`config.mk`:
```
export PLATFORM = sky130hd
export DESIGN_NAME = ims_status_core
export DESIGN_NICKNAME = d
export VERILOG_FILES = /design/src/rtl/ims_pkg.sv /design/src/rtl/ims_resp_buf.sv /design/src/rtl/ims_status_core.sv
export SDC_FILE = /design/constraint.sdc
export NUM_CORES = 1
export LEC_CHECK = 0
export BUFFER_PORTS_ARGS = -buffer_cell sky130_fd_sc_hd__buf_2
export CAP_MARGIN = 25
export CORE_ASPECT_RATIO = 1.5
export CORE_MARGIN = 8
export CORE_UTILIZATION = 57
export DETAILED_ROUTE_END_ITERATION = 16
export GPL_TIMING_DRIVEN = 0
export PLACE_DENSITY = 0.84
export SKIP_LAST_GASP = 1
export SLEW_MARGIN = 10
export SYNTH_ARGS = -nofsm -noshare
export SYNTH_HDL_FRONTEND = slang
export SYNTH_SLANG_ARGS = --single-unit
```
`constraint.sdc`:
```
create_clock -name clock -period 3.6 [get_ports clock]
set_clock_uncertainty 0.2 [all_clocks]
set_input_delay 0.36 -clock clock [delete_from_list [all_inputs] [get_ports clock]]
set_output_delay 0.36 -clock clock [all_outputs]
set_load 0.01 [all_outputs]
```
`src/rtl/ims_pkg.sv`:
```
package ims_pkg;

  // register byte offsets, one aligned word each
  localparam logic [7:0] IMS_OFF_STB = 8'h00;
  localparam logic [7:0] IMS_OFF_SRE = 8'h04;
  localparam logic [7:0] IMS_OFF_ESR = 8'h08;
  localparam logic [7:0] IMS_OFF_ESE = 8'h0C;
  localparam logic [7:0] IMS_OFF_IRQ_STAT = 8'h10;
  localparam logic [7:0] IMS_OFF_IRQ_MASK = 8'h14;
  localparam logic [7:0] IMS_OFF_STATE = 8'h18;

  // status byte bit positions
  localparam int IMS_STB_OESB = 1;
  localparam int IMS_STB_HESB = 2;
  localparam int IMS_STB_MAV = 4;
  localparam int IMS_STB_ESB = 5;
  localparam int IMS_STB_RQS = 6;
  localparam int IMS_STB_OSB = 7;

  // standard event status bit for operation complete
  localparam int IMS_ESR_OPC = 0;

  // interrupt status / mask bit positions
  localparam int IMS_IRQ_SRQ = 0;
  localparam int IMS_IRQ_OPC = 1;
  localparam int IMS_IRQ_MAV = 2;
  localparam int IMS_IRQ_OPCQ = 3;
  localparam int IMS_IRQ_W = 4;

  // state register bit positions
  localparam int IMS_ST_OPC_ARMED = 0;
  localparam int IMS_ST_BUS_HOLD = 1;
  localparam int IMS_ST_RQS = 2;
  localparam int IMS_ST_MSS = 3;

  // reset values
  localparam logic [7:0] IMS_SRE_RST = 8'h00;
  localparam logic [7:0] IMS_ESE_RST = 8'h00;
  localparam logic [7:0] IMS_ESR_RST = 8'h00;
  localparam logic [IMS_IRQ_W-1:0] IMS_IRQ_RST = 4'h0;

  // response byte for the operation-complete query: ASCII '1'
  localparam logic [7:0] IMS_OPCQ_CHAR = 8'h31;

  // output buffer geometry
  localparam int IMS_BUF_DEPTH = 16;
  localparam int IMS_BUF_AW = 4;

  // operation-complete tracker states
  typedef enum logic [2:0] {
    IMS_OP_IDLE = 3'b001,
    IMS_OP_ARMED = 3'b010,
    IMS_OP_HOLD = 3'b100
  } ims_op_e;

endpackage

```
`src/rtl/ims_resp_buf.sv`:
```
`timescale 1ns/10ps
module ims_resp_buf
  import ims_pkg::*;
(
  // clock and reset
  input wire logic clock,
  input wire logic reset,
  // fill side
  input wire logic push,
  input wire logic [7:0] push_data,
  output logic full,
  // drain side
  input wire logic pop,
  output logic [7:0] pop_data,
  output logic pop_valid,
  output logic empty
);

  logic [7:0] mem [IMS_BUF_DEPTH];
  logic [IMS_BUF_AW-1:0] wr_ptr_reg;
  logic [IMS_BUF_AW-1:0] rd_ptr_reg;
  logic [IMS_BUF_AW:0] count_reg;
  logic do_push;
  logic do_pop;

  assign empty = (count_reg == '0);
  assign full = (count_reg == (IMS_BUF_AW+1)'(IMS_BUF_DEPTH));
  assign do_push = push && !full;
  assign do_pop = pop && !empty;

  always_ff @(posedge clock) begin
    if (do_push) begin
      mem[wr_ptr_reg] <= push_data;
    end
  end

  always_ff @(posedge clock) begin
    if (reset) begin
      wr_ptr_reg <= '0;
      rd_ptr_reg <= '0;
      count_reg <= '0;
    end else begin
      if (do_push) begin
        wr_ptr_reg <= wr_ptr_reg + 1'b1;
      end
      if (do_pop) begin
        rd_ptr_reg <= rd_ptr_reg + 1'b1;
      end
      unique case ({do_push, do_pop})
        2'b10: count_reg <= count_reg + 1'b1;
        2'b01: count_reg <= count_reg - 1'b1;
        default: count_reg <= count_reg;
      endcase
    end
  end

  // read data registered so the bus side sees a flop output
  always_ff @(posedge clock) begin
    if (reset) begin
      pop_data <= 8'h00;
      pop_valid <= 1'b0;
    end else begin
      pop_valid <= do_pop;
      if (do_pop) begin
        pop_data <= mem[rd_ptr_reg];
      end
    end
  end

endmodule

```
`src/rtl/ims_status_core.sv`:
```
// The implementer's own choices: register access over Wishbone and the register offsets.
`timescale 1ns/10ps
//////////////////////////////////////////////////////////////////////////////
// Function
// - MAV bit set while buffer holds data
// - MAV bit clear whenever buffer is empty
// - enabled MAV rising raises service request
// - *OPC sets event bit 0 at completion
// - commands still accepted while *OPC pending
// - *OPC? never touches event bit 0
// - *OPC? holds bus until operation completes
// - *OPC? completion loads '1' into buffer
// - bit 6 is OR of summary AND enable
// - poll clears RQS, MSS follows enabled bits
// - ESB summarises enabled standard event bits
module ims_status_core
  import ims_pkg::*;
(
  // clock and reset
  input wire logic clock,
  input wire logic reset,
  // wishbone slave
  input wire logic wb_cyc_i,
  input wire logic wb_stb_i,
  input wire logic wb_we_i,
  input wire logic [7:0] wb_adr_i,
  input wire logic [3:0] wb_sel_i,
  input wire logic [31:0] wb_dat_i,
  output logic [31:0] wb_dat_o,
  output logic wb_ack_o,
  // commands from the interpreter, one-cycle pulses
  input wire logic cmd_opc,
  input wire logic cmd_opc_query,
  input wire logic cmd_rst,
  // instrument operation in progress
  input wire logic op_busy,
  // other summary bits and standard events
  input wire logic sum_osb,
  input wire logic sum_hesb,
  input wire logic sum_oesb,
  input wire logic [7:0] std_event,
  // response bytes from the interpreter
  input wire logic resp_wr,
  input wire logic [7:0] resp_wr_data,
  output logic resp_wr_ready,
  // bus controller side
  input wire logic talk_rd,
  output logic [7:0] talk_data,
  output logic talk_valid,
  input wire logic serial_poll,
  output logic [7:0] poll_data,
  output logic poll_valid,
  output logic srq,
  output logic bus_hold,
  output logic msg_avail,
  // interrupt
  output logic irq
);

  //////////////////////////////////////////////////////////////////////////////
  // declarations

  logic [7:0] sre_reg;
  logic [7:0] ese_reg;
  logic [7:0] esr_reg;
  logic [7:0] esr_next;
  logic [IMS_IRQ_W-1:0] irq_stat_reg;
  logic [IMS_IRQ_W-1:0] irq_mask_reg;
  logic [IMS_IRQ_W-1:0] irq_event;
  ims_op_e op_state_reg;
  ims_op_e op_state_next;
  logic rqs_reg;
  logic mss_prev_reg;
  logic [7:0] en_sum_prev_reg;
  logic mav_prev_reg;
  logic ack_reg;
  logic [31:0] dat_reg;
  logic [7:0] stb_byte;
  logic [7:0] sum_bits;
  logic mss;
  logic [7:0] en_sum;
  logic sum_rise;
  logic mav;
  logic esb;
  logic buf_full;
  logic buf_empty;
  logic opc_done;
  logic opcq_done;
  logic buf_push;
  logic [7:0] buf_push_data;
  logic bus_req;
  logic wr_en;
  logic rd_en;
  logic [7:0] wr_byte;

  //////////////////////////////////////////////////////////////////////////////
  // output buffer and message available

  ims_resp_buf u_buf (
    .clock(clock),
    .reset(reset),
    .push(buf_push),
    .push_data(buf_push_data),
    .full(buf_full),
    .pop(talk_rd),
    .pop_data(talk_data),
    .pop_valid(talk_valid),
    .empty(buf_empty)
  );

  // no latch: MAV follows the buffer in the same cycle
  assign mav = !buf_empty;
  assign msg_avail = mav;

  // query answer wins the buffer; interpreter waits a cycle
  assign buf_push = opcq_done || (resp_wr && !buf_full);
  assign buf_push_data = opcq_done ? IMS_OPCQ_CHAR : resp_wr_data;
  assign resp_wr_ready = !buf_full && !opcq_done;

  //////////////////////////////////////////////////////////////////////////////
  // operation-complete tracker

  assign opc_done = (op_state_reg == IMS_OP_ARMED) && !op_busy;
  assign opcq_done = (op_state_reg == IMS_OP_HOLD) && !op_busy && !buf_full;

  always_comb begin
    op_state_next = op_state_reg;
    unique case (op_state_reg)
      IMS_OP_IDLE: begin
        if (cmd_opc_query) begin
          op_state_next = IMS_OP_HOLD;
        end else if (cmd_opc) begin
          op_state_next = IMS_OP_ARMED;
        end
      end
      IMS_OP_ARMED: begin
        // other commands flow on; a query replaces the watch
        if (cmd_opc_query) begin
          op_state_next = IMS_OP_HOLD;
        end else if (opc_done) begin
          op_state_next = IMS_OP_IDLE;
        end
      end
      IMS_OP_HOLD: begin
        if (opcq_done) begin
          op_state_next = IMS_OP_IDLE;
        end
      end
      default: op_state_next = IMS_OP_IDLE;
    endcase
    if (cmd_rst) begin
      op_state_next = IMS_OP_IDLE;
    end
  end

  always_ff @(posedge clock) begin
    if (reset) begin
      op_state_reg <= IMS_OP_IDLE;
    end else begin
      op_state_reg <= op_state_next;
    end
  end

  // bus stays held while the query waits on the operation
  assign bus_hold = (op_state_reg == IMS_OP_HOLD);

  //////////////////////////////////////////////////////////////////////////////
  // wishbone slave: ack one cycle after the request, dropped next cycle

  assign bus_req = wb_cyc_i && wb_stb_i;
  assign wr_en = bus_req && wb_we_i && ack_reg && wb_sel_i[0];
  assign rd_en = bus_req && !wb_we_i && ack_reg;
  assign wr_byte = wb_dat_i[7:0];
  assign wb_ack_o = ack_reg;
  assign wb_dat_o = dat_reg;

  always_ff @(posedge clock) begin
    if (reset) begin
      ack_reg <= 1'b0;
    end else begin
      ack_reg <= bus_req && !ack_reg;
    end
  end

  always_ff @(posedge clock) begin
    if (reset) begin
      dat_reg <= 32'h0000_0000;
    end else if (bus_req && !ack_reg) begin
      unique case (wb_adr_i)
        IMS_OFF_STB: dat_reg <= {24'h000000, stb_byte};
        IMS_OFF_SRE: dat_reg <= {24'h000000, sre_reg};
        IMS_OFF_ESR: dat_reg <= {24'h000000, esr_reg};
        IMS_OFF_ESE: dat_reg <= {24'h000000, ese_reg};
        IMS_OFF_IRQ_STAT: dat_reg <= {28'h0000000, irq_stat_reg};
        IMS_OFF_IRQ_MASK: dat_reg <= {28'h0000000, irq_mask_reg};
        IMS_OFF_STATE: begin
          dat_reg <= {28'h0000000, mss, rqs_reg, bus_hold,
                      (op_state_reg == IMS_OP_ARMED)};
        end
        default: dat_reg <= 32'h0000_0000;
      endcase
    end
  end

  //////////////////////////////////////////////////////////////////////////////
  // enable registers

  always_ff @(posedge clock) begin
    if (reset) begin
      sre_reg <= IMS_SRE_RST;
      ese_reg <= IMS_ESE_RST;
      irq_mask_reg <= IMS_IRQ_RST;
    end else if (wr_en) begin
      if (wb_adr_i == IMS_OFF_SRE) begin
        // bit 6 cannot enable itself
        sre_reg <= wr_byte & ~(8'h01 << IMS_STB_RQS);
      end
      if (wb_adr_i == IMS_OFF_ESE) begin
        ese_reg <= wr_byte;
      end
      if (wb_adr_i == IMS_OFF_IRQ_MASK) begin
        irq_mask_reg <= wr_byte[IMS_IRQ_W-1:0];
      end
    end
  end

  //////////////////////////////////////////////////////////////////////////////
  // standard event status: read clears, new events win over the clear

  always_comb begin
    esr_next = esr_reg;
    if (rd_en && (wb_adr_i == IMS_OFF_ESR)) begin
      // clear only the bits the read returned, so an event landing
      // between the data latch and the ack is not lost
      esr_next = esr_reg & ~dat_reg[7:0];
    end
    esr_next = esr_next | std_event;
    // besides std_event, only the *OPC watch sets bit 0; the query path never does
    if (opc_done) begin
      esr_next[IMS_ESR_OPC] = 1'b1;
    end
  end

  always_ff @(posedge clock) begin
    if (reset) begin
      esr_reg <= IMS_ESR_RST;
    end else begin
      esr_reg <= esr_next;
    end
  end

  //////////////////////////////////////////////////////////////////////////////
  // status byte and service request

  assign esb = |(esr_reg & ese_reg);

  always_comb begin
    sum_bits = 8'h00;
    sum_bits[IMS_STB_OSB] = sum_osb;
    sum_bits[IMS_STB_ESB] = esb;
    sum_bits[IMS_STB_MAV] = mav;
    sum_bits[IMS_STB_HESB] = sum_hesb;
    sum_bits[IMS_STB_OESB] = sum_oesb;
  end

  assign en_sum = sum_bits & sre_reg;
  assign mss = |en_sum;
  // per-bit edges: a second enabled source can still raise a request
  assign sum_rise = |(en_sum & ~en_sum_prev_reg);

  always_ff @(posedge clock) begin
    if (reset) begin
      en_sum_prev_reg <= 8'h00;
    end else begin
      en_sum_prev_reg <= en_sum;
    end
  end

  always_comb begin
    stb_byte = sum_bits;
    stb_byte[IMS_STB_RQS] = mss;
  end

  // rqs set when any enabled summary bit rises; a poll clears it
  // and a rise in the same cycle wins
  always_ff @(posedge clock) begin
    if (reset) begin
      mss_prev_reg <= 1'b0;
      rqs_reg <= 1'b0;
    end else begin
      mss_prev_reg <= mss;
      if (sum_rise) begin
        rqs_reg <= 1'b1;
      end else if (serial_poll) begin
        rqs_reg <= 1'b0;
      end
    end
  end

  assign srq = rqs_reg;

  // poll answer carries rqs in bit 6; mss untouched by the poll
  always_ff @(posedge clock) begin
    if (reset) begin
      poll_data <= 8'h00;
      poll_valid <= 1'b0;
    end else begin
      poll_valid <= serial_poll;
      if (serial_poll) begin
        poll_data <= {sum_bits[7], rqs_reg, sum_bits[5:0]};
      end
    end
  end

  //////////////////////////////////////////////////////////////////////////////
  // interrupt status, write one to clear, set wins

  always_ff @(posedge clock) begin
    if (reset) begin
      mav_prev_reg <= 1'b0;
    end else begin
      mav_prev_reg <= mav;
    end
  end

  always_comb begin
    irq_event = '0;
    irq_event[IMS_IRQ_SRQ] = mss && !mss_prev_reg;
    irq_event[IMS_IRQ_OPC] = opc_done;
    irq_event[IMS_IRQ_MAV] = mav && !mav_prev_reg;
    irq_event[IMS_IRQ_OPCQ] = opcq_done;
  end

  always_ff @(posedge clock) begin
    if (reset) begin
      irq_stat_reg <= IMS_IRQ_RST;
    end else if (wr_en && (wb_adr_i == IMS_OFF_IRQ_STAT)) begin
      irq_stat_reg <= (irq_stat_reg & ~wr_byte[IMS_IRQ_W-1:0]) | irq_event;
    end else begin
      irq_stat_reg <= irq_stat_reg | irq_event;
    end
  end

  assign irq = |(irq_stat_reg & irq_mask_reg);

endmodule

```
## Word level (Yosys, flattened, before mapping)

Memory sizes are Yosys's and may differ from the RTL's. A register that Yosys moved wholly into a read port is not among the register bits.
Cells that the tools add are included.
Widths: inputs -> output; s select.

- Register bits: 99
- RAM bits: 128
- Bits of input ports: 75
- Output and inout bits: 56
- Word-level logic and storage cells: 106
- Memories kept: 1

- $add $sub $neg: 4
- Equal/unequal tests: 15
- Mux-type cells: 16
- Bitwise operators: 12
- Reductions and logical operators: 40

Memories:

| name | words | bits a word | rd ports | clocked after Yosys merged registers in | write ports | line | RTL |
|---|---|---|---|---|---|---|---|
| u_buf.mem | 16 | 8 | 1 | 1 | 1 | ims_resp_buf.sv:19 | `logic [7:0] mem [IMS_BUF_DEPTH];` |

Operators with widths:

| operator | number |
|---|---|
| $pmux 8 s7 | 1 |
| $and 8x8->8 | 4 |
| $eq 8x5->1 const B | 3 |
| $reduce_or 8->1 | 3 |
| $logic_and 1x1->1 | 18 |
| $eq 8x4->1 const B | 2 |
| $mux 8 | 2 |
| $not 8->8 | 2 |
| $mux 3 | 5 |
| $pmux 5 s2 | 1 |
| $pmux 3 s3 | 1 |
| $add 4x1->4 const B | 2 |
| $and 4x4->4 | 2 |
| $eq 8x3->1 const B | 1 |
| $logic_not 1->1 | 8 |
| $logic_not 8->1 | 1 |
| $or 4x4->4 | 2 |
| $or 8x8->8 | 1 |
| $ne 3x3->1 const B | 2 |
| $reduce_and 2->1 | 3 |
| $add 5x1->5 const B | 1 |
| $eq 5x5->1 const B | 1 |
| $logic_not 5->1 | 1 |
| $mux 1 | 5 |
| other kinds (14) | 15 |

## Logic depth before layout (Yosys ltp)

Gate-level depths: netlist of run 1.

- Word-level depth: 7
- Depth in mapped cells: 16
- Depth with buffers taken out: 13

## By module

Synthesis of run 1 repeated with hierarchy kept, for this count alone.

- Cell total of the unflattened synthesis: 755
- Area, all modules: 9161.3 µm²

By module, submodules not included:

| module | times used | cells each | area an instance (µm²) | seq. area each (µm²) |
|---|---|---|---|---|
| ims_resp_buf | 1 | 391 | 6025.8 | 4284.1 |
| ims_status_core | 1 | 364 | 3135.5 | 1161.1 |

## Least setup slack after synthesis of run 1

OpenSTA, ideal clock, no wires.

- Path type: register to register
- Start point: register u_buf.count_reg[1]
- End point: register u_buf.count_reg[4]
- Library setup time: 0.121 ns
- Arrival time: 2.972 ns
- Required time: 3.279 ns
- Path slack: 0.307 ns
- Cell stages (with the launch flop): 17
- Path buffers: 3
- Period minus slack after synthesis: 3.293 ns
- Cell sequence: dfxtp_1 buf_6 nor4_4 and2_4 inv_4 nand2_1 buf_2 inv_2 ha_1 clkbuf_1 xor2_1 ha_1 a211o_1 nand2_1 nand3b_1 a31oi_1 mux2_2

- Elaborated cells between the ends (all ways): 15
- Classes of those cells: add/sub (2); eq/ne (3); mux (1); reduce/logical (9)

RTL lines:

| what | line | RTL |
|---|---|---|
| from (decl) | ims_resp_buf.sv:22 | `logic [IMS_BUF_AW:0] count_reg;` |
| from (signal assigned) | ims_resp_buf.sv:50 | `2'b10: count_reg <= count_reg + 1'b1;` |
| from (signal assigned) | ims_resp_buf.sv:51 | `2'b01: count_reg <= count_reg - 1'b1;` |
| from (signal assigned) | ims_resp_buf.sv:52 | `default: count_reg <= count_reg;` |
| $logic_not 5->1 * | ims_resp_buf.sv:26 | `assign empty = (count_reg == '0);` |
| $logic_not 1->1 * | - |  |
| named net msg_avail | ims_status_core.sv:55 | `output logic msg_avail,` |
| $logic_and 1x1->1 * | ims_resp_buf.sv:29 | `assign do_pop = pop && !empty;` |
| named net u_buf.do_pop | ims_resp_buf.sv:24 | `logic do_pop;` |
| $eq 2x1->1 / $eq 2x2->1 (equally long branches) | ims_resp_buf.sv:49 | `unique case ({do_push, do_pop})` |
| $pmux 5 s2 / $reduce_bool 2->1 (equally long branches) | - |  |

Mark *: on every way through the listed nets, which the timed path passes. The rest lies on a longest branch.
A chain may end at the register's enable or synchronous reset.

## Worst setup path in the final report of run 1

- Start point: register u_buf.count_reg[0]
- End point: register u_buf.count_reg[4]

- Elaborated cells between the ends (all ways): 15
- Classes of those cells: add/sub (2); eq/ne (3); mux (1); reduce/logical (9)

RTL lines:

| what | line |
|---|---|
| $logic_not 5->1 * | ims_resp_buf.sv:26 |
| $logic_not 1->1 * | ims_resp_buf.sv:29 |
| $logic_and 1x1->1 * | ims_resp_buf.sv:29 |
| named net u_buf.do_pop | ims_resp_buf.sv:24 |
| $eq 2x1->1 / $eq 2x2->1 (equally long branches) | ims_resp_buf.sv:49 |
| $pmux 5 s2 / $reduce_bool 2->1 (equally long branches) | - |

Marked as above.

==> flow_results.org, run 1 <==
** Synth
- By instance count, the leading cell after synthesis is edfxtp_1.
- For this run, the number of Yosys warnings is 0.
- Cell types with the largest area share after synthesis :: edfxtp_1 (43%), dfxtp_1 (18%), mux4_2 (8.6%), mux2i_1 (4.5%), nor2_1 (2.9%)
- The synthesized netlist occupies a cell area of 0.00889 mm².
- Distinct cell type count of the synthesized netlist :: 65
- Yosys mapped a number of flops with a built-in enable equal to 128.
- Sorting the synthesized cells by how often they occur yields edfxtp_1 (128), dfxtp_1 (80), nor2_1 (68), nand2_1 (50), mux2i_1 (40).
- Summed over its instances, the top area cell type makes up between 40 and 50% of the synthesized netlist area.
- Cell count after synthesis :: 671
- Seq/Total Area, Yosys :: 61.2%
- Most used flip-flop cell after synthesis :: edfxtp_1
- Of all flip-flops after synthesis, the portion carrying an async set or reset was 0%.
- Per-instance average area after synthesis :: 13.3 µm²
- Counting flops and latches in the post-synthesis netlist gives about 210.
- Leading area contributor after synthesis :: edfxtp_1

** Floorplan
- Number of placement rows :: 56
- The die is 169 µm tall.
- The die covers between 0.015 and 0.02 mm².
- The core region is 0.0155 mm².
- For this configuration, the core starts out at a cell density of 57.4%.
- Boundary pin count :: ~130
- From left edge to right edge, the die measures between 100 and 150 µm.

** Worst setup path
- For flop-to-flop paths, the worst setup slack is slightly above 0.3 ns.
- Data required time of the critical path :: 3.79 ns
- Crit Reg-Reg Startpoint :: u_buf.count_reg[0]
- By instance count, the cell type seen most on the critical path is nand2_1.
- Along the worst path, the maximum fanout reaches 10.
- Ordered cell list for the critical path :: nor4_4 -> and2_4 -> inv_4 -> nand2_1 -> buf_4 -> inv_2 -> ha_2 -> xor2_1 -> ha_1 -> a211o_1 -> nand2_1 -> nand3b_1 -> a31oi_1 -> mux2_2
- Origin of the worst setup path :: u_buf.count_reg[0]
- Endpoint of the most critical setup path :: u_buf.count_reg[4]
- Critical path capture point type :: flip-flop
- WP data arrival :: roughly 3.5 ns
- Worst Reg-to-Reg Cells :: 14
- Critical Path Source Type :: flip-flop
- Critical path start-end classification :: reg -> reg
- The slowest stage of the critical path is the dfxtp_1 cell.
- For this run, the slowest stage of the critical path takes 0.38 ns.
- Worst reg2reg endpoint :: u_buf.count_reg[4]

** GRT
- Global Route met1 Usage :: 23.1%
- First-pass GRT wire length :: 34.0 mm
- Initial antenna violation count :: 0
- Total gr overflow :: 0
- Pin count of the biggest net entering global routing :: 17
- The number of global-route vias before repair was 6021.
- met2 is the most crowded layer.
- For this run, global-route usage on met3 was measured as 3.87%.
- Global Route met2 Usage :: 41.8%
- Global routing used about 22% of the available tracks across all layers.

** Placed design
- Placed cell count :: 974
- Placed instance area :: 0.00964 mm²
- At the end of routability-driven placement, the weighted congestion stood at around 0.94.
- In this run the tool buffered the top-level ports with between 70 and 80 buffer cells.
- The HPWL after detailed placement is around 15 mm.
- Timing analysis after detailed placement gives a worst setup slack of -0.125 ns.

** Power
- The completed layout was analyzed and its total power is 6.13 mW.
- Power density of the placed cells :: 581 mW/mm²
- For this design the static power due to leakage is 3.95 nW.
- Max IR drop VDD :: 0.000521 V

** Timing
- Final-report hold violation count :: 0
- Worst Slack Setup Final :: 0.307 ns
- Final period utilization :: 91.5%
- Worst Tran Pin Value :: 1.07 ns
- Setup violations remaining at the end of the flow were counted as 0.
- Maximum clock frequency :: 304 MHz
- The clock period could shrink to 3.29 ns.
- The final-report max-slew violation count came to 0.
- Relative slew slack :: 28.6%
- Unrepaired setup endpoints after global routing :: false

** Drt
- Via count :: 5986
- Average routed wire per standard cell :: 21.5 µm
- In the routed design, unresolved DRC markers number 0.
- Number of search-and-repair iterations in the first detailed-routing pass :: 5
- Vias per std cell :: between 5 and 6
- Antenna Violating Nets Remaining :: 0
- For this block, the routed nets add up to 22.2 mm of wire.
- Number of DRC violations after detailed-routing iteration 0 :: 485

** Min path
- In this run the worst hold path is classified as in -> reg.
- Worst min-delay path startpoint :: sum_oesb

** Layout
- Ranked by flip-flop count, first place goes to u_buf.mem.
- Fraction of final layout cells with drive strength greater than 1 :: 25.1%
- After the last flow step, the layout net total stands at between 900 and 1000.
- Util after Layout :: roughly two thirds
- 0 antenna diodes ended up in the layout.
- Summing all non-filler instances in the final layout gives an area of 0.0106 mm².
- The register with the most flip-flops in the layout has 128 of them.
- Number of cells in the finished layout apart from fillers :: 1035
- P&R area growth vs syn :: 18.7%

** Clocking
- Clock-pin slew was measured on the worst setup and hold paths at 0.07 ns.
- In this run the number of H-tree levels came out at 1.
- The later pin in the worst-skew pair is clocked with a latency of 0.50 ns.
- Clock root buffer :: clkbuf_16
- Clock buffers created by TritonCTS :: 20
- Clock tree synthesis found a total of roughly 210 sinks.
- Worst-case clock buffer depth :: 3
- TritonCTS built the clock tree.

** Run
- Maximum capacitance violations :: 0

** Outcome
- The flow ran to the end, and the final reports show no timing, DRC or antenna violations.
## worst min path at each step
stage / endpoint / cells past startpoint
6_report: en_sum_prev_reg[1] / 3
5_1_grt: en_sum_prev_reg[1] / 3
4_1_cts: en_sum_prev_reg[1] / 3
3_5_place_dp: sre_reg[3] / 2
3_3_place_gp: sre_reg[3] / 2
2_1_floorplan: sre_reg[0] / 2
## critical path: cells and delay by family (launching register included)
family / cells / cell delay (ns)
adders and majority gates: 2 / 0.49
buffers and inverters: 3 / 0.36
AOI/OAI and AO/OA: 2 / 0.46
xor gates and xnor gates: 1 / 0.17
DFF: 1 / 0.38
and+or+nand+nor: 5 / 0.78
muxes: 1 / 0.35
## layout make-up
class / instances / area, µm²
clock buffer: 26 / 544
multi-input combinational: 412 / 3170
clock inverter: 10 / 104
inverter: 14 / 55.1
buffer: 61 / 350
fill: 1089 / 4930
tap: 203 / 254
timing repair buffer: 101 / 626
sequential: 208 / 5450
## routing by layer
metal	vias to the layer above	part of all wire (%)
met4	0	4.3
met5	-	0
met1	2899	36
li1	2754	-
met3	64	6.0
met2	269	54
## stage by stage
stage	TNS (ns)	hold slack, ns
2_1_floorplan	0	0.236
3_3_place_gp	-0.0537	0.245
3_5_place_dp	-0.125	0.248
4_1_cts	0	0.0180
5_1_grt	0	0.0612
6_report	0	0.0294
## logic make-up after synthesis
kind of cell	share of synthesized area, %
compound gates	6.52
xor+xnor	0.887
fa+ha+maj	1.27
buf+inv	4.57
flops	61.2
mux	13.6
other cells	0.0422
simple gates	11.8
## what timing repair did
action | CTS | global route
hold endpoints to repair | 33 | 0
hold buffers | 21 | 0
pin swaps | 2 | 0
gates resized for setup | 2 | 2
setup buffers | 2 | 0
setup endpoints to repair | 1 | 1
## where the power goes
| part | internal, mW | switching (mW) |
|---|---|---|
| registers | 2.67 | 0.108 |
| clock network | 1.21 | 0.856 |
| logic | 0.560 | 0.721 |
## layout by cell type, fill, tap and decap left out, types with 7 or more instances in the layout
master | netlist | layout
nand2b_1 | 7 | 7
edfxtp_1 | 128 | 128
clkbuf_16 | 0 | 21
xor2_1 | 7 | 7
mux4_2 | 34 | 34
a22oi_1 | 10 | 10
dfxtp_1 | 80 | 80
dlygate4sd3_1 | 0 | 21
conb_1 | 1 | 26
inv_1 | 12 | 12
clkbuf_1 | 20 | 24
buf_4 | 26 | 33
nor2b_1 | 10 | 10
nand2_1 | 50 | 50
ha_1 | 9 | 8
nor2_1 | 68 | 68
a21oi_1 | 27 | 27
o221ai_1 | 8 | 8
nand3_1 | 15 | 15
nand3b_1 | 9 | 9
o21ai_0 | 7 | 7
mux2i_1 | 40 | 40
nand4_1 | 7 | 7
buf_2 | 9 | 82
Power figures use the tool's default switching activity.
==> run 2, diff against run 1 <==
- RECOVER_POWER: unset -> 50
==> run 2 against run 1 <==
  * The flow now finishes with violations (max-capacitance violations, max-slew violations)
  * Die area did not move
  * Register-to-register slack got worse by 0.04 ns
  * Utilization fell by 0.65 points
  * Maximum frequency fell by 1.1%
  * Via count fell by 0.60%
  * Sequential share of layout area rose by 0.50 points
  * Global-route usage did not move
  * Combinational power barely moved
  * Total power fell by 0.56%
  * Clock power barely moved
  * Setup slack got worse by 0.038 ns
  * Critical path type unchanged
  * Largest cell class unchanged
==> flow_results.org, run 2 (synthesized netlist as in run 1, its figures left out) <==
** Outcome
- The flow ran to the end, but the final reports show violations.
- Violations in the final reports :: max-capacitance violations, max-slew violations

** Layout
- The area of the multi-input gates is 0.00312 mm² (-1.5%).
- Register name with the most flops :: u_buf.mem
- Util after Layout :: 67.5% (-0.65 points)
- Fraction of final layout cells with drive strength greater than 1 :: 20.0% (-5.2 points)
- Leaving out fill and tap cells, the most frequent cell in the layout is edfxtp_1.
- The total number of nets in the final design came to 902 (unchanged).
- Number of cells in the finished layout apart from fillers :: 1035 (unchanged)
- The flip-flop count of the largest register, all copies and words added is 128 (unchanged).
- Layout filler cell count :: 1130 (+3.8%)
- Number of inserted diodes :: 0 (unchanged)
- P&R area growth vs syn :: 17.5%
- Top library cells by usage in the layout, fill and taps aside :: edfxtp_1 (128), dfxtp_1 (80), nor2_1 (69), clkbuf_1 (62)
- Area occupied by registers :: 0.00545 mm² (unchanged)

** GRT
- Number of global-route vias before repair :: 6021 (unchanged)
- The total global routing track utilization came to 22.2% (unchanged).
- The largest net degree at the start of global routing was 17 (unchanged).
- Initial antenna violation count :: 0 (unchanged)
- Total gr overflow :: 0 (unchanged)
- The global-route wire length before repair is 34.0 mm (unchanged).

** Placed design
- The worst-case setup slack after placement was -0.125 ns (unchanged).
- The half-perimeter wire length of the detailed placement result came to 15.2 mm (unchanged).
- The final RePlAce weighted congestion is 0.942 (unchanged).
- The number of cells after detailed placement is 974 (unchanged).
- The count of port buffers added during placement is 74 (unchanged).

** Timing
- The number of hold violations in the final report is 0 (unchanged).
- Final period utilization :: 92.5% (+1.1 points)
- Summed negative setup slack over all endpoints :: 0 ns (unchanged)
- Minimum clock period after layout :: 3.33 ns (+0.0380 ns)
- Worst Tran Pin Value :: 1.58 ns (+0.517 ns)
- Final Max Slew Viols :: 10 (+10)
- Setup repair after global routing left no endpoint under its margin.
- The tightest slew margin relative to the limit came to -6.50% (-35 points).
- The maximum operating frequency is 300 MHz (-1.1%).
- The post-route worst hold slack was 0.0334 ns (+0.00402 ns).
- Worst Slack Setup Final :: 0.269 ns (-0.0380 ns)
- Final number of setup-violating endpoints :: 0 (unchanged)

** Worst setup path
- The worst setup path is launched from a flip-flop.
- Crit Reg-Reg Startpoint :: op_state_reg[2]
- The arrival time at the worst endpoint came to 3.32 ns (-0.16 ns).
- Critical path start-end classification :: reg -> reg
- The required arrival time at the worst endpoint came to 3.59 ns (-0.20 ns).
- The worst-path maximum fanout was 16 (+6).
- Tracing the worst setup path back leads to its startpoint at op_state_reg[2].
- The worst setup path is captured at a flip-flop.

** Clocking
- Clock Sinks :: 208 (unchanged)
- CTS tree :: done
- Clock buffers created by TritonCTS :: 20 (unchanged)
- The number of H-tree branching levels is 1 (unchanged).
- The clock transition at the register clock pins on the worst setup and hold paths after CTS came to 0.06 ns (about the same).
- The maximum clock path buffer count came to 3 (unchanged).
- Clock latency of the later-clocked register in the worst-skew pair :: 0.50 ns (about the same)
- Clock root buffer :: clkbuf_16

** Min path
- Worst hold path class :: in -> reg
- Worst min-delay path startpoint :: sum_oesb

** Floorplan
- Starting density of the core :: 57.4% (unchanged)
- Area of the placeable core :: 0.0155 mm² (unchanged)
- The top-level I/O count was 131 (unchanged).
- Floorplan die area :: 0.0199 mm² (unchanged)
- The overall die height is 169 µm (unchanged).
- Number of placement rows :: 56 (unchanged)
- The floorplan die width came to 118 µm (unchanged).

** Power
- The standby leakage power is 3.79 nW (-4.2%).
- Max IR drop VDD :: 0.000512 V (-1.7%)
- Power density of the placed cells :: 583 mW/mm² (+0.40%)

** Drt
- The remaining design rule violation count was 0 (unchanged).
- The via count is 5950 (-0.60%).
- The detailed-routing iteration count for the pre-antenna-repair pass came to 5 (unchanged).
- Vias per std cell :: 5.75 (-0.60%)
- Final WL :: 22.2 mm (about the same)
- Average routed wire per standard cell :: 21.5 µm (about the same)
- Number of DRC violations after detailed-routing iteration 0 :: 483 (-0.41%)
- Antenna Violating Nets Remaining :: 0 (unchanged)

** Run
- Maximum capacitance violations :: 2 (+2)
-- run 2: cell types whose count changed in the layout (fill, tap and decap cells not counted), sizes merged --
cell and delta:
buf -37, clkbuf +37
-- run 2: timing repair --
| action | 4_1_cts | 5_1_grt |
|---|---|---|
| setup endpoints to repair | 1 | 1 |
| buffers inserted | 2 | 0 |
| hold buffers | 21 | 0 |
| pin swaps | 2 | 0 |
| endpoints found under the hold margin | 33 | 0 |
| gates resized for setup | 2 | 2 |
-- run 2: routing by layer --
metal	up-vias	global-route usage, %	part of all wire, %	wire length [µm]
li1	2746	-	-	-
met1	2888	23.1	36	8040
met2	250	41.8	54	11900
met3	66	3.87	5.8	1290
met4	0	11.4	4.3	949
met5	-	0	0	0
-- run 2: path summary, 6_finish.rpt --
path / cells after the start / slack, ns / to
setup / recovery: 5 / 0.27 / u_buf.mem[7][4]
hold / removal: 3 / 0.03 / en_sum_prev_reg[1]
setup reg to reg: 5 / 0.27 / u_buf.mem[7][4]
hold reg to reg: 2 / 0.26 / sre_reg[3]
-- run 2: critical path, stage by stage, from the launching register on --
cell and delay [ns]:
dfxtp_1 0.30, clkbuf_1 0.25, nor4b_2 0.44, a21boi_0 0.77, clkbuf_1 0.39, or2_0 0.66
-- run 2: final cells by class --
cell class                 count  share of cell area (%)
multi-input combinational    412                    29.9
buffer                        61                    3.32
clock buffer                  26                    5.21
inverter                      14                   0.527
tap                          203                    2.43
clock inverter                10                   0.994
timing repair buffer         101                    5.52
sequential                   208                    52.1
-- run 2: through the flow --
step | total power [mW] | cell area (µm²)
2_1_floorplan | 3.64 | 8980
3_3_place_gp | 3.97 | 9610
3_5_place_dp | 4.01 | 9640
4_1_cts | 6.13 | 10500
5_1_grt | 6.33 | 10500
6_report | 6.10 | 10500
-- run 2: power breakdown --
part | internal [mW] | switching [mW] | total [mW]
clock | 1.21 | 0.855 | 2.07
sequential | 2.67 | 0.109 | 2.78
combinational | 0.529 | 0.718 | 1.25
==> run 3, diff against run 2 <==
- MAX_ROUTING_LAYER: unset -> met4
- PLACE_DENSITY: 0.84 -> 0.83
- SYNTH_HIERARCHICAL: unset -> 1
==> run 3 against run 2 <==
  * The flow now finishes without violations
  * Total power shrank 1.7%
  * Clock power grew 2%
  * Synthesized cell count grew 13%
  * Die area grew 2.7%
  * Critical path depth grew 6
  * Non-clock buffer count grew 8
  * Count of clock-buffer cells in the layout shrank 5
  * Maximum frequency shrank 0.92%
  * Cell count grew 8.5%
  * Sequential share of layout area shrank 1.5 points
  * Critical endpoint is now u_buf/count_reg[4]
==> flow_results.org, run 3 <==
** Outcome
- Outcome :: completed

** Timing
- Final number of setup-violating endpoints :: 0 (unchanged)
- Worst Slack Setup Final :: 0.238 ns (-0.0311 ns)
- Final Max Slew Viols :: 0 (-10)
- Worst Tran Pin Value :: 1.00 ns (-0.579 ns)
- Relative slew slack :: 32.9% (+39 points)
- The fraction of the cycle the final worst path needs was 93.4% (+0.86 points).
- The maximum operating frequency is 297 MHz (-0.92%).
- Setup repair after global routing left no endpoint under its margin.
- Minimum clock period after layout :: 3.36 ns (+0.0311 ns)
- Final-report hold violation count :: 0 (unchanged)
- Summed negative setup slack over all endpoints :: 0 ns (unchanged)

** Worst setup path
- The worst setup path is captured at a flip-flop.
- Critical path start-end classification :: reg -> reg
- The arrival time at the worst endpoint was 3.55 ns (+0.23 ns).
- The worst-path maximum fanout was 10 (-6).
- The required arrival time at the worst endpoint is 3.78 ns (+0.19 ns).
- STA classifies the critical path startpoint as a flip-flop.

** Clocking
- The tree is rooted in a clkbuf_16.
- The clock transition at the register clock pins on the worst setup and hold paths after CTS is 0.07 ns (about the same).
- Max H-tree Level :: 1 (unchanged)
- Clock Sinks :: 208 (unchanged)
- Clock buffers created by TritonCTS :: 19 (-5.0%)
- Worst-case clock buffer depth :: 3 (unchanged)
- The clock insertion delay at the later pin of the skew report was 0.49 ns (about the same).
- CTS tree :: done

** Layout
- P&R area growth vs syn :: 17.4% (about the same)
- The total number of nets in the final design was 989 (+9.6%).
- The share of post-route cells with drive strength above 1 came to 16.7% (-3.3 points).
- Leaving out fill and tap cells, the most frequent cell in the layout is edfxtp_1.
- Largest register FFs :: 128 (unchanged)
- The number of fill cells is 1206 (+6.7%).
- Leaving out fill and tap cells, the most frequent cells in the layout are edfxtp_1 (128), nor2_1 (81), mux2i_1 (81), dfxtp_1 (79), buf_2 (56).
- Area occupied by registers :: 0.00545 mm² (about the same)
- Ranked by flip-flop count, first place goes to u_buf/mem.
- The utilization of the core after routing was 67.3% (-0.15 points).
- Number of inserted diodes :: 0 (unchanged)
- The area of the multi-input gates is 0.00327 mm² (+4.7%).

** GRT
- Initial antenna violation count :: 0 (unchanged)
- Total gr overflow :: 0 (unchanged)
- First-pass GRT wire length :: 35.0 mm (+2.9%)
- The largest net degree at the start of global routing is 18 (+1).
- Combined global-route utilization of all metal layers :: 22.6% (+0.45 points)
- The number of global-route vias before repair is 6631 (+10%).

** Floorplan
- Starting density of the core :: 57.3% (-0.071 points)
- The area inside the core boundary came to 0.0160 mm² (+3.2%).
- The number of standard-cell rows in the floorplan came to 57 (+1.8%).
- The floorplan die width was 120 µm (+1.3%).
- Vertical die dimension :: 171 µm (+1.4%)
- Floorplan die area :: 0.0205 mm² (+2.7%)
- Boundary pin count :: 131 (unchanged)

** Drt
- The routed length on met2 is 12.6 mm (+5.5%).
- The total routed wirelength is 23.3 mm (+5.0%).
- DRT met1 WL :: 7.63 mm (-5.1%)
- Number of search-and-repair iterations in the first detailed-routing pass :: 7 (+2)
- Vias per std cell :: 5.94 (+3.3%)
- The number of routed nets with antenna violations is 0 (unchanged).
- Average routed wire per standard cell :: 20.8 µm (-3.2%)
- DRC violations left :: 0 (unchanged)
- The amount of wire on met3 after detailed routing came to 1.46 mm (+13%).
- The detailed router used layers up to and including met4.
- The via count was 6672 (+12%).
- Number of DRC violations after detailed-routing iteration 0 :: 526 (+8.9%)

** Power
- Power density of the placed cells :: 557 mW/mm² (-4.5%)
- Relative contribution of combinational cells to total power :: 18.1% (-2.4 points)
- The worst-case vdd ir drop is 0.000471 V (-8.0%).
- Sw Share :: 27.3% (-0.33 points)
- The standby leakage power was 3.76 nW (-0.71%).
- Sequential share of power :: 46.4% (+0.8 points)
- Internal power component :: 4.36 mW (-1.3%)
- The overall power was 5.99 mW (-1.7%).
- Fraction of power consumed by the clock network :: 35.5% (+1.6 points)
- NetSw :: 1.63 mW (-2.9%)

** Synth
- The number of warnings reported in the yosys synthesis log came to 6 (+6).
- Cell types with the largest area share after synthesis :: edfxtp_1 (42%), dfxtp_1 (17%), mux2i_1 (8.9%), nor2_1 (3.3%), o22ai_1 (2.5%)
- Number of enable flip-flop cells after synthesis :: 128 (unchanged)
- The most common cell in the synthesized netlist is edfxtp_1.
- Share of the synthesized area in the top cell type :: 42.0% (-1.3 points)
- Share of async-settable or async-resettable flops after synthesis :: 0% (unchanged)
- The commonest cells after synthesis are edfxtp_1 (128), mux2i_1 (81), nor2_1 (81), dfxtp_1 (80), o22ai_1 (37).
- The synthesized design spends more area on one cell type than any other, namely edfxtp_1.
- The flip-flop and latch count after synthesis came to 208 (unchanged).
- The synthesized netlist cell count was 755 (+13%).
- Most used flip-flop cell after synthesis :: edfxtp_1
- The part of the Yosys area used for sequential elements was 59.4% (-1.8 points).
- The synthesized area per cell was 12.1 µm² (-8.4%).
- Cell area after synthesis :: 0.00916 mm² (+3.0%)
- The number of distinct library cells after synthesis is 67 (+3.1%).

** Min path
- Worst hold path class :: in -> reg

** Placed design
- Gp weighted congestion :: 0.977 (+3.7%)
- The half-perimeter wire length of the detailed placement result came to 16.3 mm (+7.8%).
- The worst-case setup slack after placement is -0.742 ns (-0.618 ns).
- The count of port buffers added during placement is 76 (+2.7%).

** Run
- Maximum capacitance violations :: 0 (-2)
==> run 3: routing by layer <==
metal	vias up	track usage, %
met5	-	-
met4	0	15.6
met3	105	3.45
met2	337	41.9
met1	3164	21.0
li1	3066	-
==> run 3: logic make-up (layout without fill, tap and decap cells) <==
| logic type | Yosys count | in the layout | synth area share (%) |
|---|---|---|---|
| compound gates | 135 | 135 | 9.33 |
| mux | 86 | 86 | 9.83 |
| simple gates | 222 | 222 | 12.9 |
| buf+inv | 84 | 221 | 6.02 |
| xor+xnor | 9 | 9 | 0.942 |
| flops | 208 | 208 | 59.4 |
| other cells | 1 | 26 | 0.0409 |
| fa+ha+maj | 10 | 10 | 1.45 |
==> run 3: power by group through the flow <==
stage | logic [mW] | registers [mW] | clock network (mW)
2_1_floorplan | 0.708 | 2.83 | 0
3_3_place_gp | 1.02 | 2.82 | 0
3_5_place_dp | 1.07 | 2.82 | 0
4_1_cts | 1.10 | 2.78 | 2.15
5_1_grt | 1.18 | 2.79 | 2.26
6_report | 1.09 | 2.78 | 2.12
==> run 3: through the flow <==
stage / hold slack [ns] / area, µm² / instances
global placement: 0.203 / 9890 / 1062
finish: 0.0148 / 10800 / 1123
detailed placement: 0.211 / 9900 / 1064
floorplan: 0.198 / 9260 / 780
global route: 0.0277 / 10800 / 1123
CTS: 0.00412 / 10800 / 1120
==> run 3: worst paths after layout <==
check,start,endpoint,slack (ns),cells after the start
worst min register to register,mss_prev_reg,irq_stat_reg[0],0.22,1
worst max register to register,u_buf/count_reg[0],u_buf/count_reg[4],0.24,11
worst min-delay path,cmd_opc_query,op_state_reg[1],0.01,3
worst max-delay path,u_buf/count_reg[0],u_buf/count_reg[4],0.24,11
==> run 3: repair_timing <==
| action | CTS | global route |
|---|---|---|
| gates resized for setup | 3 | 2 |
| buffers inserted | 1 | 1 |
| endpoints found under the hold margin | 37 | 0 |
| hold buffers | 22 | 0 |
| setup endpoints to repair | 127 | 1 |
==> run 3: layout make-up <==
class,count,share of cell area (%)
plain buffers,66,4.27
flip-flops and latches,208,50.6
inverters,17,0.593
clock buffers,21,4.78
repair buffers,104,5.49
well taps,206,2.40
clock inverters,13,1.43
multi-input cells,488,30.4
==> run 3: worst max-delay path, stage by stage (launching register included) <==
cell	delay, ns
dfxtp_1	0.36
or4_1	0.59
o21ai_2	0.21
inv_2	0.07
buf_6	0.14
ha_1	0.23
ha_1	0.33
nor2b_1	0.16
o21ai_0	0.21
a21oi_1	0.10
or3b_1	0.36
mux2_2	0.27
